$ cat src/rtl/cmp_pkg.sv
// Package of register offsets, field positions and reset values for the comparator back end.
package cmp_pkg;

    // ==========================================================
    // Sizes
    // ==========================================================
    localparam int unsigned NUM_CMP = 2; // Two comparators.
    localparam int unsigned DATA_W = 8; // Width of every register.

    // ==========================================================
    // Register byte offsets on the APB
    // ==========================================================
    localparam logic [7:0] OFS_CTRL1 = 8'h00; // First comparator_control.
    localparam logic [7:0] OFS_CTRL2 = 8'h04; // Second comparator_control.
    localparam logic [7:0] OFS_STATUS = 8'h08; // comparator_result_status.
    localparam logic [7:0] OFS_FLAGS = 8'h0c; // peripheral_flags_two.
    localparam logic [7:0] OFS_ENABLES = 8'h10; // peripheral_enables_two.
    localparam logic [7:0] OFS_PRIO = 8'h14; // peripheral_priorities_two.
    localparam logic [7:0] OFS_INTCTL = 8'h18; // interrupt_control.

    // ==========================================================
    // Field positions
    // ==========================================================
    localparam int unsigned CTRL_ON_BIT = 7; // comparator_on.
    localparam int unsigned CTRL_PIN_BIT = 6; // result_pin_enable.
    localparam int unsigned CTRL_INV_BIT = 5; // result_invert.
    localparam int unsigned CTRL_EDGE_HI = 4; // irq_edge_select, upper bit.
    localparam int unsigned CTRL_EDGE_LO = 3; // irq_edge_select, lower bit.
    localparam int unsigned CTRL_REF_BIT = 2; // Non-inverting reference select.
    localparam int unsigned CTRL_CH_HI = 1; // Inverting channel select, upper bit.
    localparam int unsigned CTRL_CH_LO = 0; // Inverting channel select, lower bit.
    localparam int unsigned STAT_LO_BIT = 0; // First result in the status register.
    localparam int unsigned IRQ_LO_BIT = 5; // First comparator flag and enable bit.
    localparam int unsigned PERIPHERAL_IRQ_ENABLE_BIT = 6; // peripheral_irq_enable.
    localparam int unsigned GIE_BIT = 7; // global_irq_enable.

    // ==========================================================
    // Reset values
    // ==========================================================
    localparam logic [7:0] CTRL_RESET = 8'h1f; // Off, any-change, VIRV channel.
    localparam logic [7:0] FLAGS_RESET = 8'h00; // No flag pending.
    localparam logic [7:0] ENABLES_RESET = 8'h00; // All sources masked.
    localparam logic [7:0] PRIO_RESET = 8'h00; // Plain storage.
    localparam logic [7:0] INTCTL_RESET = 8'h00; // Global gates closed.

    // ==========================================================
    // Encodings
    // ==========================================================
    typedef enum logic [1:0] {
        EDGE_OFF = 2'b00,
        EDGE_RISE = 2'b01,
        EDGE_FALL = 2'b10,
        EDGE_ANY = 2'b11
    } edge_sel_t;

    localparam logic [1:0] CHAN_B = 2'b00; // Always bonded out.
    localparam logic [1:0] CHAN_C = 2'b01; // Fixed channel port, large package.
    localparam logic [1:0] CHAN_D = 2'b10; // Fixed channel port, second comparator only.
    localparam logic [1:0] CHAN_VIRV = 2'b11; // Internal fixed reference.

endpackage

$ cat src/rtl/cmp_irq_top.sv
// Register file, pin multiplexers and interrupt logic of the dual comparator.
//
// Local design decisions: the APB slave port and the register addresses.
`timescale 1ns/1ps
// ==========================================================
// Overview of operation
// Status bits 0 and 1 read-only results.
// Pin enable routes result to pin.
// Direction bits still gate pin drive.
// Invert bit complements reported result.
// Edge field at control bits 4:3.
// Single-edge modes set sticky flag.
// Any-change mode flags every transition.
// Edges seen after polarity adjustment.
// Flags at bits 6:5, software writable.
// Request needs source, peripheral, global enables.
// Flags set regardless of enables.
// Enabled interrupt wakes device from sleep.
// Wake leaves control registers untouched.
// Reset returns control registers, comparators off.
// Software turns comparators off before sleep.
// Software tracks status for any-change.
// Package limits available channel configurations.
// Edge codes: off, rising, falling.
// Selecting any-change sets the flag.
// Raw results pass two-flop synchroniser.
// Disabled comparator reads low, no events.
// ==========================================================
module cmp_irq_top
    import cmp_pkg::*;
#(
    parameter bit LARGE_PACKAGE = 1'b1
)
(
    input wire logic pclk,
    input wire logic presetn,
    input wire logic ce,
    input wire logic psel,
    input wire logic penable,
    input wire logic pwrite,
    input wire logic [7:0] paddr,
    input wire logic [31:0] pwdata,
    input wire logic [3:0] pstrb,
    output logic [31:0] prdata,
    output logic pready,
    output logic pslverr,
    input wire logic [1:0] raw_result,
    input wire logic [1:0] port_latch,
    input wire logic [1:0] port_six_direction,
    input wire logic sleep_mode,
    output logic first_result_pin_out,
    output logic first_result_pin_oe,
    output logic second_result_pin_out,
    output logic second_result_pin_oe,
    output logic [1:0] comparator_on,
    output logic [1:0] reference_select,
    output logic [1:0] first_channel_select,
    output logic [1:0] second_channel_select,
    output logic comparator_irq_request,
    output logic wake_request
);
    import cmp_pkg::*;

    // ==========================================================
    // Declarations
    // ==========================================================
    logic [7:0] ctrl_reg [NUM_CMP]; // Per-comparator control.
    logic [7:0] flags_reg; // peripheral_flags_two.
    logic [7:0] flags_next; // Next flag byte.
    logic [7:0] enables_reg; // peripheral_enables_two.
    logic [7:0] prio_reg; // peripheral_priorities_two, storage only.
    logic [7:0] intctl_reg; // interrupt_control.
    logic [31:0] prdata_reg; // Read data captured in the setup cycle.
    logic [7:0] read_mux; // Byte selected by the address.
    logic [7:0] status_byte; // comparator_result_status view.
    logic mapped; // Address hits a register.
    logic wr_en; // Write completes this edge.
    logic rd_setup; // Read data load cycle.
    logic rd_hold_reg; // Read data already loaded for this transfer.
    logic [1:0] wr_ctrl; // Write to each control register.
    logic [1:0] result; // Adjusted results.
    logic [1:0] event_hit; // Qualifying edge per comparator.
    logic [1:0] any_select; // Any-change mode newly selected.
    logic [1:0] hw_set; // Hardware flag sets.
    logic [1:0] cfg_ok; // Selected channel exists in this package.
    logic [1:0] run; // Comparator enabled and configured.
    logic [1:0] irq_flag; // comparator_irq_flag view.
    logic [1:0] irq_enable; // comparator_irq_enable view.
    logic [1:0] pin_enable; // result_pin_enable view.
    logic [1:0] pin_mux; // Pin data after multiplexer.

    // ==========================================================
    // Bus decode
    // ==========================================================
    // Zero wait states while ce is high; a read whose setup edge saw ce low waits one enabled cycle.
    assign pready = ce && !(psel && penable && !pwrite && !rd_hold_reg);
    assign wr_en = psel && penable && pwrite && ce && pstrb[0];
    assign rd_setup = psel && !pwrite && ce && !rd_hold_reg;
    assign pslverr = psel && penable && !mapped;
    assign wr_ctrl[0] = wr_en && (paddr == OFS_CTRL1);
    assign wr_ctrl[1] = wr_en && (paddr == OFS_CTRL2);

    // Address decode and read selection; unmapped reads return zero.
    always_comb begin
        status_byte = 8'h00;
        status_byte[STAT_LO_BIT +: NUM_CMP] = result;
        mapped = 1'b1;
        case (paddr)
            OFS_CTRL1: read_mux = ctrl_reg[0];
            OFS_CTRL2: read_mux = ctrl_reg[1];
            OFS_STATUS: read_mux = status_byte;
            OFS_FLAGS: read_mux = flags_reg;
            OFS_ENABLES: read_mux = enables_reg;
            OFS_PRIO: read_mux = prio_reg;
            OFS_INTCTL: read_mux = intctl_reg;
            default: begin
                read_mux = 8'h00;
                mapped = 1'b0;
            end
        endcase
    end

    // Read data comes from a flop so prdata is steady during the access.
    always_ff @(posedge pclk or negedge presetn) begin
        if (!presetn) begin
            prdata_reg <= 32'h0000_0000;
        end else if (rd_setup) begin
            prdata_reg <= {24'h00_0000, read_mux};
        end
    end
    assign prdata = prdata_reg;

    // A read whose setup edge fell while ce was low has loaded nothing yet;
    // holding pready low for one enabled cycle beats handing back a stale
    // word. The mark clears at the completing edge.
    always_ff @(posedge pclk or negedge presetn) begin
        if (!presetn) begin
            rd_hold_reg <= 1'b0;
        end else if (ce) begin
            rd_hold_reg <= rd_setup || (rd_hold_reg && psel && !penable);
        end
    end

    // ==========================================================
    // Per-comparator logic
    // ==========================================================
    genvar gi;
    generate
        for (gi = 0; gi < NUM_CMP; gi++) begin : g_cmp
            // Control register; a sleep wake never touches it, only reset and bus writes do.
            always_ff @(posedge pclk or negedge presetn) begin
                if (!presetn) begin
                    ctrl_reg[gi] <= CTRL_RESET;
                end else if (wr_ctrl[gi]) begin
                    ctrl_reg[gi] <= pwdata[7:0];
                end
            end

            // Unbonded channels keep the comparator idle rather than
            // letting it compare a floating input.
            always_comb begin
                case (ctrl_reg[gi][CTRL_CH_HI:CTRL_CH_LO])
                    CHAN_B: cfg_ok[gi] = 1'b1;
                    CHAN_VIRV: cfg_ok[gi] = 1'b1;
                    CHAN_C: cfg_ok[gi] = LARGE_PACKAGE;
                    CHAN_D: cfg_ok[gi] = LARGE_PACKAGE && (gi == 1);
                    default: cfg_ok[gi] = 1'b0;
                endcase
            end

            assign run[gi] = ctrl_reg[gi][CTRL_ON_BIT] && cfg_ok[gi];
            assign comparator_on[gi] = run[gi];
            assign reference_select[gi] = ctrl_reg[gi][CTRL_REF_BIT];
            assign pin_enable[gi] = ctrl_reg[gi][CTRL_PIN_BIT];
            assign irq_flag[gi] = flags_reg[IRQ_LO_BIT + gi];
            assign irq_enable[gi] = enables_reg[IRQ_LO_BIT + gi];

            // Any-change selected by a write sets the flag once.
            assign any_select[gi] = wr_ctrl[gi] &&
                (pwdata[CTRL_EDGE_HI:CTRL_EDGE_LO] == EDGE_ANY) &&
                (ctrl_reg[gi][CTRL_EDGE_HI:CTRL_EDGE_LO] != EDGE_ANY);
            assign hw_set[gi] = event_hit[gi] || any_select[gi];

            cmp_result_path u_path (
                .pclk(pclk),
                .presetn(presetn),
                .ce(ce),
                .raw_result(raw_result[gi]),
                .comparator_on(run[gi]),
                .result_invert(ctrl_reg[gi][CTRL_INV_BIT]),
                .irq_edge_select(edge_sel_t'(ctrl_reg[gi][CTRL_EDGE_HI:CTRL_EDGE_LO])),
                .result(result[gi]),
                .event_hit(event_hit[gi])
            );

            // Pin multiplexer: port latch or comparator result.
            assign pin_mux[gi] = pin_enable[gi] ? result[gi] : port_latch[gi];
        end
    endgenerate

    assign first_channel_select = ctrl_reg[0][CTRL_CH_HI:CTRL_CH_LO];
    assign second_channel_select = ctrl_reg[1][CTRL_CH_HI:CTRL_CH_LO];

    // ==========================================================
    // Pins
    // ==========================================================
    // A direction bit of one means input, so the pin is released.
    assign first_result_pin_out = pin_mux[0];
    assign second_result_pin_out = pin_mux[1];
    assign first_result_pin_oe = !port_six_direction[0];
    assign second_result_pin_oe = !port_six_direction[1];

    // ==========================================================
    // Interrupt registers
    // ==========================================================
    // Hardware sets win over a software clear in the same cycle, so
    // no event is lost; software may also set a flag to simulate one.
    always_comb begin
        flags_next = flags_reg;
        if (wr_en && (paddr == OFS_FLAGS)) begin
            flags_next = pwdata[7:0];
        end
        for (int i = 0; i < NUM_CMP; i++) begin
            if (hw_set[i]) begin
                flags_next[IRQ_LO_BIT + i] = 1'b1;
            end
        end
    end

    // The flag register holds every source of the peripheral group.
    always_ff @(posedge pclk or negedge presetn) begin
        if (!presetn) begin
            flags_reg <= FLAGS_RESET;
        end else if (ce) begin
            flags_reg <= flags_next;
        end
    end

    // Enable, priority and global control bytes are plain storage.
    always_ff @(posedge pclk or negedge presetn) begin
        if (!presetn) begin
            enables_reg <= ENABLES_RESET;
            prio_reg <= PRIO_RESET;
            intctl_reg <= INTCTL_RESET;
        end else if (wr_en) begin
            if (paddr == OFS_ENABLES) begin
                enables_reg <= pwdata[7:0];
            end
            if (paddr == OFS_PRIO) begin
                prio_reg <= pwdata[7:0];
            end
            if (paddr == OFS_INTCTL) begin
                intctl_reg <= pwdata[7:0];
            end
        end
    end

    // Request needs all three gates; wake ignores the peripheral and global gates so
    // a masked core can still leave sleep and poll.
    assign comparator_irq_request = |(irq_flag & irq_enable) &&
        intctl_reg[PERIPHERAL_IRQ_ENABLE_BIT] && intctl_reg[GIE_BIT];
    assign wake_request = sleep_mode && |(irq_flag & irq_enable);
endmodule

$ cat src/rtl/cmp_result_path.sv
// One comparator's synchroniser, polarity stage and edge detector.
`timescale 1ns/1ps
module cmp_result_path
    import cmp_pkg::*;
(
    input wire logic pclk,
    input wire logic presetn,
    input wire logic ce,
    input wire logic raw_result,
    input wire logic comparator_on,
    input wire logic result_invert,
    input wire cmp_pkg::edge_sel_t irq_edge_select,
    output logic result,
    output logic event_hit
);
    import cmp_pkg::*;

    logic sync1_reg; // First synchroniser stage, read only by the second.
    logic sync2_reg; // Second synchroniser stage.
    logic result_reg; // Polarity-adjusted result.
    logic result_next; // Next adjusted result.
    logic on_d_reg; // Enable seen in the previous cycle.
    logic rise; // Adjusted result goes low to high.
    logic fall; // Adjusted result goes high to low.

    // ==========================================================
    // Synchroniser
    // ==========================================================
    // The analog result is asynchronous, so it settles in two flops.
    always_ff @(posedge pclk or negedge presetn) begin
        if (!presetn) begin
            sync1_reg <= 1'b0;
            sync2_reg <= 1'b0;
        end else if (ce) begin
            sync1_reg <= raw_result;
            sync2_reg <= sync1_reg;
        end
    end

    // ==========================================================
    // Polarity and edges
    // ==========================================================
    // A disabled comparator reads low; edges count only across two enabled cycles.
    always_comb begin
        result_next = comparator_on ? (sync2_reg ^ result_invert) : 1'b0;
        rise = !result_reg && result_next;
        fall = result_reg && !result_next;
        event_hit = 1'b0;
        if (ce && comparator_on && on_d_reg) begin
            case (irq_edge_select)
                EDGE_RISE: event_hit = rise;
                EDGE_FALL: event_hit = fall;
                EDGE_ANY: event_hit = rise || fall;
                default: event_hit = 1'b0;
            endcase
        end
    end

    // The adjusted result and the enable history advance together.
    always_ff @(posedge pclk or negedge presetn) begin
        if (!presetn) begin
            result_reg <= 1'b0;
            on_d_reg <= 1'b0;
        end else if (ce) begin
            result_reg <= result_next;
            on_d_reg <= comparator_on;
        end
    end

    assign result = result_reg;
endmodule

$ cat config.mk
export PLATFORM = sky130hd
export DESIGN_NAME = cmp_irq_top
export DESIGN_NICKNAME = d
export VERILOG_FILES = /design/src/rtl/cmp_pkg.sv /design/src/rtl/cmp_irq_top.sv /design/src/rtl/cmp_result_path.sv
export SDC_FILE = /design/constraint.sdc
export NUM_CORES = 1
export LEC_CHECK = 0
export BUFFER_PORTS_ARGS = -buffer_cell sky130_fd_sc_hd__buf_2
export CAP_MARGIN = 20
export CORE_ASPECT_RATIO = 0.9
export CORE_UTILIZATION = 47
export CTS_CLUSTER_DIAMETER = 100
export DETAILED_ROUTE_END_ITERATION = 7
export PLACE_DENSITY = 0.76
export SLEW_MARGIN = 40
export SYNTH_ARGS = -nofsm -noshare
export SYNTH_HDL_FRONTEND = slang
export SYNTH_HIERARCHICAL = 1
export SYNTH_SLANG_ARGS = --single-unit
export TNS_END_PERCENT = 10
$ cat constraint.sdc
create_clock -name pclk -period 1.7 [get_ports pclk]
set_input_delay 0.085 -clock pclk [delete_from_list [all_inputs] [get_ports pclk]]
set_output_delay 0.085 -clock pclk [all_outputs]
set_load 0.03 [all_outputs]
# After elaboration in Yosys (flattened, before gate mapping)
# Cells that the tools add are included.
[totals]
register_bits = 65
in_bits = 57
out_inout_bits = 48
wordCells = 121
[classes]
eq_ne = 21
mux = 15
n_bitwise = 3
n_reduce_logical = 64
[op_table]
columns = ["operator", "count"]
rows = [
  ["case mux 8 bit (7 select lines)", 1],
  ["logical AND 1 bit", 33],
  ["equality test 8 x 5 -> 1 bit, second input constant", 3],
  ["equality test 2 bit, second input constant", 9],
  ["equality test 8 x 4 -> 1 bit, second input constant", 2],
  ["AND reduction 2 bit", 6],
  ["logical NOT 1 bit", 11],
  ["two-way mux 1 bit", 10],
  ["equality test 2 x 1 -> 1 bit, second input constant", 4],
  ["equality test 8 x 3 -> 1 bit, second input constant", 1],
  ["logical NOT 8 bit", 1],
  ["two-way mux 7 bit", 1],
  ["OR reduction 7 bit", 1],
  ["case mux 1 bit (3 select lines)", 2],
  ["logical OR 1 bit", 5],
  ["logical NOT 2 bit", 2],
  ["!= test 2 bit, second input constant", 2],
  ["nonzero test 2 bit", 2],
  ["OR reduction 4 bit", 1],
  ["OR reduction 3 bit", 1],
  ["AND 2 bit", 1],
  ["case mux 1 bit (2 select lines)", 1],
  ["OR reduction 2 bit", 1],
  ["bitwise XOR 1 bit", 2],
]

# Logic depth before layout (Yosys ltp)
[logic_depth]
ltp_word = 13
depth_mapped = 11
depth_no_buf = 11

# Cells and area by module
# Netlist, hierarchy kept.
[by_module_without_submodules]
columns = ["mod", "instances", "cells_each", "area_each_um2", "seq_area_each_um2"]
rows = [
  ["cmp_irq_top", 1, 282, 3153.0, 1438.9],
  ["cmp_result_path", 2, 19, 225.2, 100.1],
]

# Least setup slack after synthesis
# No wires, ideal clock.
[synth_timing]
path_type = "flip-flop to flip-flop"
startpoint = "register ctrl_reg, in the netlist first_channel_select[0]"
endpoint = "register flags_reg[5]"
setup_time_ns = 0.124
arrival_time_ns = 2.413
t_required_ns = 1.576
slack_ns = -0.837
path_stages_with_launch = 12
path_buffers = 0
period_less_slack_ns = 2.537
cell_sequence = "dfstp_2 > inv_1 > a21boi_0 > nand2_1 > inv_1 > ha_1 > inv_1 > mux2i_1 > a211oi_2 > nand2_1 > o21ai_0 > a211o_1"
[synth_via]
elab_chain_len = 13
word_cells_on_any_way = 20
cone_classes = "3 x eq/ne; 5 x mux; 12 x reduce/logical"
[synth_lines]
columns = ["element", "line_no", "text"]
rows = [
  ["start, declared", "cmp_irq_top.sv:67", "logic [7:0] ctrl_reg [NUM_CMP];"],
  ["start signal, assigned by index", "cmp_irq_top.sv:155", "ctrl_reg[gi] <= pwdata[7:0];"],
  ["equality test 2 x 1 -> 1 bit, or another cell as far along", "cmp_irq_top.sv:162", "case (ctrl_reg[gi][CTRL_CH_HI:CTRL_CH_LO])"],
  ["OR reduction 3 bit (no line)", "n/a", ""],
  ["case mux 1 bit (2 select lines) (*)", "cmp_irq_top.sv:162", ""],
  ["logical AND 1 bit (*)", "cmp_irq_top.sv:171", "assign run[gi] = ctrl_reg[gi][CTRL_ON_BIT] && cfg_ok[gi];"],
  ["net comparator_on[0]", "cmp_irq_top.sv:55", "output logic [1:0] comparator_on,"],
  ["two-way mux 1 bit (*)", "cmp_result_path.sv:45", "result_next = comparator_on ? (sync2_reg ^ result_invert) : 1'b0;"],
  ["net g_cmp[0].u_path.result_next", "cmp_result_path.sv:21", "logic result_next;"],
  ["logical NOT 1 bit", "cmp_result_path.sv:47", "fall = result_reg && !result_next;"],
  ["logical AND 1 bit", "cmp_result_path.sv:47", ""],
  ["logical OR 1 bit", "cmp_result_path.sv:53", "EDGE_ANY: event_hit = rise || fall;"],
  ["case mux 1 bit (3 select lines) (*)", "cmp_result_path.sv:50", "case (irq_edge_select)"],
  ["two-way mux 1 bit (*)", "cmp_result_path.sv:49", "if (ce && comparator_on && on_d_reg) begin"],
  ["net event_hit[0]", "cmp_irq_top.sv:82", "logic [1:0] event_hit;"],
  ["logical OR 1 bit (*)", "cmp_irq_top.sv:182", "assign hw_set[gi] = event_hit[gi] || any_select[gi];"],
  ["nonzero test 2 bit (no line)", "n/a", ""],
  ["AND reduction 2 bit (no line)", "n/a", ""],
  ["end signal, assigned", "cmp_irq_top.sv:235", "flags_reg <= flags_next;"],
  ["end, declared", "cmp_irq_top.sv:68", "logic [7:0] flags_reg;"],
]
# Mark *: on every way through the listed nets, which the timed path passes. The rest lies on a longest branch.
# A chain may end at the register's enable or synchronous reset.

# Worst setup path after layout
[layout_timing]
startpoint = "register ctrl_reg, in the netlist first_channel_select[0]"
endpoint = "register flags_reg[5]"
[layout_via]
elab_chain_len = 13
word_cells_on_any_way = 20
cone_classes = "3 x eq/ne; 5 x mux; 12 x reduce/logical"
[layout_lines]
columns = ["element", "line_no"]
rows = [
  ["equality test 2 x 1 -> 1 bit, or another cell as far along", "cmp_irq_top.sv:162"],
  ["OR reduction 3 bit (no line)", "n/a"],
  ["case mux 1 bit (2 select lines) (*)", "cmp_irq_top.sv:162"],
  ["logical AND 1 bit (*)", "cmp_irq_top.sv:171"],
  ["two-way mux 1 bit (*)", "cmp_result_path.sv:45"],
  ["net g_cmp[0].u_path.result_next", "cmp_result_path.sv:21"],
  ["logical NOT 1 bit", "cmp_result_path.sv:47"],
  ["logical AND 1 bit", "cmp_result_path.sv:47"],
  ["logical OR 1 bit", "cmp_result_path.sv:53"],
  ["case mux 1 bit (3 select lines) (*)", "cmp_result_path.sv:50"],
  ["two-way mux 1 bit (*)", "cmp_result_path.sv:49"],
  ["net event_hit[0]", "cmp_irq_top.sv:82"],
  ["logical OR 1 bit (*)", "cmp_irq_top.sv:182"],
  ["nonzero test 2 bit (no line)", "n/a"],
  ["AND reduction 2 bit (no line)", "n/a"],
]
# Marks and branches as above.

==> flow_metrics.tcl <==
set metrics [dict create \
    cp_max_fo 3 \
    fin_crit_ns 1.77 \
    timing.reg2reg.setup_slack_ns -0.07 \
    firstDrtPassIters 5 \
    area_growth_pct 19.7 \
    cts_tree "done" \
    path_class "flip-flop to flip-flop" \
    ys.flop_type "dfrtp_1" \
    hold_class "input port to flip-flop" \
    first_iter_violations 150 \
    largest_register_ffs 10 \
    highest-signal-layer "met4" \
    violations "negative setup slack" \
    max_freq_mhz 566 \
    die_h_um 85.1 \
    ctsHtreeMaxLevel 3 \
    power_density_mw_per_mm2 742 \
    p_leak_nw 2.19 \
    die_w_um 94.3 \
    finalCritPeriodShare 1.04 \
    syn_area_mm2 0.00360 \
    hold_violations 0 \
    status "finished, violations left" \
    num_vias 2750 \
    post_drt_wl_per_cell_um 17.2 \
    syn_avg_cell_area_um2 11.3 \
    antenna_found_initial 0 \
    cts_buffers 9 \
    ys_seq_area_frac 0.455 \
    cts.clk_slew.worst_paths_ns 0.07 \
    met1_length_mm 3.87 \
    cts_root_buffer "clkbuf_8" \
    track_usage 0.234 \
    grt_max_degree 66 \
    finalPower_mw 3.20 \
    peakVddDrop_mv 0.849 \
    start_util 0.499 \
    final.setup.worst_slack_ns -0.0666 \
    clock_sinks 65 \
    post_cts_buffers 0 \
    cts_max_path_buffers 2 \
    worst_pin_slew_ns 0.508 \
    viasPerCell 5.50 \
    crit_required_ns 1.93 \
    maxCapViolCount 0 \
    rows 29 \
    coreArea_mm2 0.00722 \
    dr_wl_met2_mm 4.03 \
    post-dp-hpwl_mm 6.31 \
    synth_seq_cells 65 \
    seqCellArea_mm2 0.00164 \
    finalNetCount 463 \
    synth-warning-count 6 \
    relSlewSlack 0.659 \
    antenna_cells 0 \
    clk_latency_ns 0.34 \
    boundaryPins 105 \
    grt_pass1_wl_mm 13.7 \
    crit_arrival_ns 2.00 \
    grt_overflow 0 \
    dr_wl_met3_um 550 \
    async_flop_share 1.00 \
    syn_inst 320 \
    drive_gt1_frac 0.435 \
    setup_violations 1 \
    dp.cells 481 \
    fill_cells 591 \
    drt_wl_total_mm 8.60 \
    slew_viol_final 0 \
    stdcell_count 500 \
    gp_congestion 0.875 \
    cp-start-kind "flip-flop" \
    end_kind "flip-flop" \
    ys_types 51 \
    drc_errors 0 \
    rsz0062_at_grt "true" \
    synth_edf_count 0 \
    fin_skew_ns 0.00674 \
    io_buffers 53 \
    multi_input_area_mm2 0.00172 \
    ant_nets 0 \
    grt_pass1_vias 2690 \
    die_area_mm2 0.00802 \
]
power breakdown:
part	leakage, nW	switching, mW	internal, mW	total (mW)
combinational	1.23	0.230	0.106	0.336
clock	0.0974	0.569	0.714	1.28
sequential	0.861	0.0130	1.57	1.58
total	2.19	0.812	2.39	3.20
per-layer routing:
metal	track usage	vias up
li1	-	1254
met1	0.315	1371
met2	0.369	114
met3	0.0618	11
met4	0.0699	0
met5	0	-
synthesized netlist by cell type (2+ instances only):
cell	number	area, um2
dfrtp_1	55	1380
nand3b_1	2	15.0
mux2_1	8	90.1
and3_1	7	43.8
or4b_2	2	20.0
a211oi_2	2	25.0
buf_1	2	7.51
a21oi_1	7	35.0
buf_4	34	255
nor3_1	4	20.0
ha_1	4	50.1
o22ai_1	5	31.3
nand3_1	7	35.0
a32oi_1	2	17.5
nand2_1	27	101
a211oi_1	2	15.0
dfstp_2	10	263
o21ai_0	13	65.1
nor3b_1	3	22.5
nand4_1	2	12.5
or3_1	2	12.5
clkbuf_1	9	33.8
nand2b_1	3	18.8
nor2_1	6	22.5
inv_1	10	37.5
a211o_1	2	17.5
mux2_4	6	90.1
mux2i_1	17	170
or4b_1	2	20.0
a221oi_1	2	17.5
xor2_1	2	17.5
mux2_2	42	473
kinds of logic (layout without fill, tap and decap cells):
family | after synthesis | count (layout) | share of synthesized area
other | 1 | 24 | 0.00104
xor gates and xnor gates | 2 | 2 | 0.00486
DFF | 65 | 65 | 0.455
adders and majority gates | 4 | 4 | 0.0139
AOI/OAI and AO/OA | 42 | 42 | 0.0795
and+or+nand+nor | 76 | 76 | 0.120
muxes | 73 | 73 | 0.228
buffers and inverters | 57 | 121 | 0.0972
final cells by class:
| type | instances | area share |
|---|---|---|
| Multi-Input combinational cell | 221 | 0.398 |
| Clock buffer | 13 | 0.0345 |
| Inverter | 10 | 0.00870 |
| Timing Repair Buffer | 95 | 0.142 |
| Tap cell | 93 | 0.0270 |
| Clock inverter | 3 | 0.00928 |
| Sequential cell | 65 | 0.380 |
repair_timing:
item / CTS / global route
hold endpoints to repair: 57 / 0
pin swaps: 4 / 2
endpoints found under the setup margin: 2 / 2
gates resized for setup: 1 / 1
hold buffers: 3 / 0
layout by cell type, fill, tap and decap left out, types with 4 or more instances in the layout:
cell | synthesis | final
a21oi_1 | 7 | 7
mux2_2 | 42 | 42
mux2_1 | 8 | 8
inv_1 | 10 | 8
nand2_1 | 27 | 26
o22ai_1 | 5 | 5
nand3_1 | 7 | 7
ha_1 | 4 | 4
o21ai_0 | 13 | 12
nor2_1 | 6 | 6
buf_4 | 34 | 37
buf_2 | 1 | 53
conb_1 | 1 | 24
and3_1 | 7 | 7
dfrtp_1 | 55 | 55
mux2i_1 | 17 | 17
mux2_4 | 6 | 6
dfstp_2 | 10 | 10
nor3_1 | 4 | 4
clkbuf_8 | 0 | 10
stage by stage:
step | worst slack [ns] | setup TNS (ns) | hold WS, ns | instance area (um2) | util
3_5_place_dp | -0.0909 | -0.365 | 0.129 | 4090 | 0.566
5_1_grt | -0.164 | -0.279 | 0.0463 | 4310 | 0.597
2_1_floorplan | -0.119 | -0.119 | -0.211 | 3700 | -
3_3_place_gp | -0.0351 | -0.211 | 0.126 | 4090 | 0.566
4_1_cts | -0.0851 | -0.0878 | 0.0394 | 4310 | 0.597
6_report | -0.0666 | -0.0666 | 0.0559 | 4310 | 0.597
worst max-delay path, stage by stage (launching register included):
cell,delay (ns)
dfstp_2,0.54
inv_2,0.05
a21boi_4,0.17
nand2_2,0.09
inv_2,0.05
ha_1,0.12
inv_1,0.04
mux2i_1,0.17
a211oi_2,0.09
nand2_1,0.07
o21ai_2,0.06
a211o_1,0.22
path summary, 6_finish.rpt:
check	to	start	cells past startpoint
min in group asynchronous	prio_reg[0]	presetn	3
worst max-delay path	flags_reg[5]	first_channel_select[0]	11
worst min register to register	prdata[4]	prdata[4]	2
worst min-delay path	prio_reg[2]	pwdata[2]	2
max in group asynchronous	reference_select[0]	presetn	3
worst max register to register	flags_reg[5]	first_channel_select[0]	11
No activity file was read; power rests on OpenSTA's default activity.
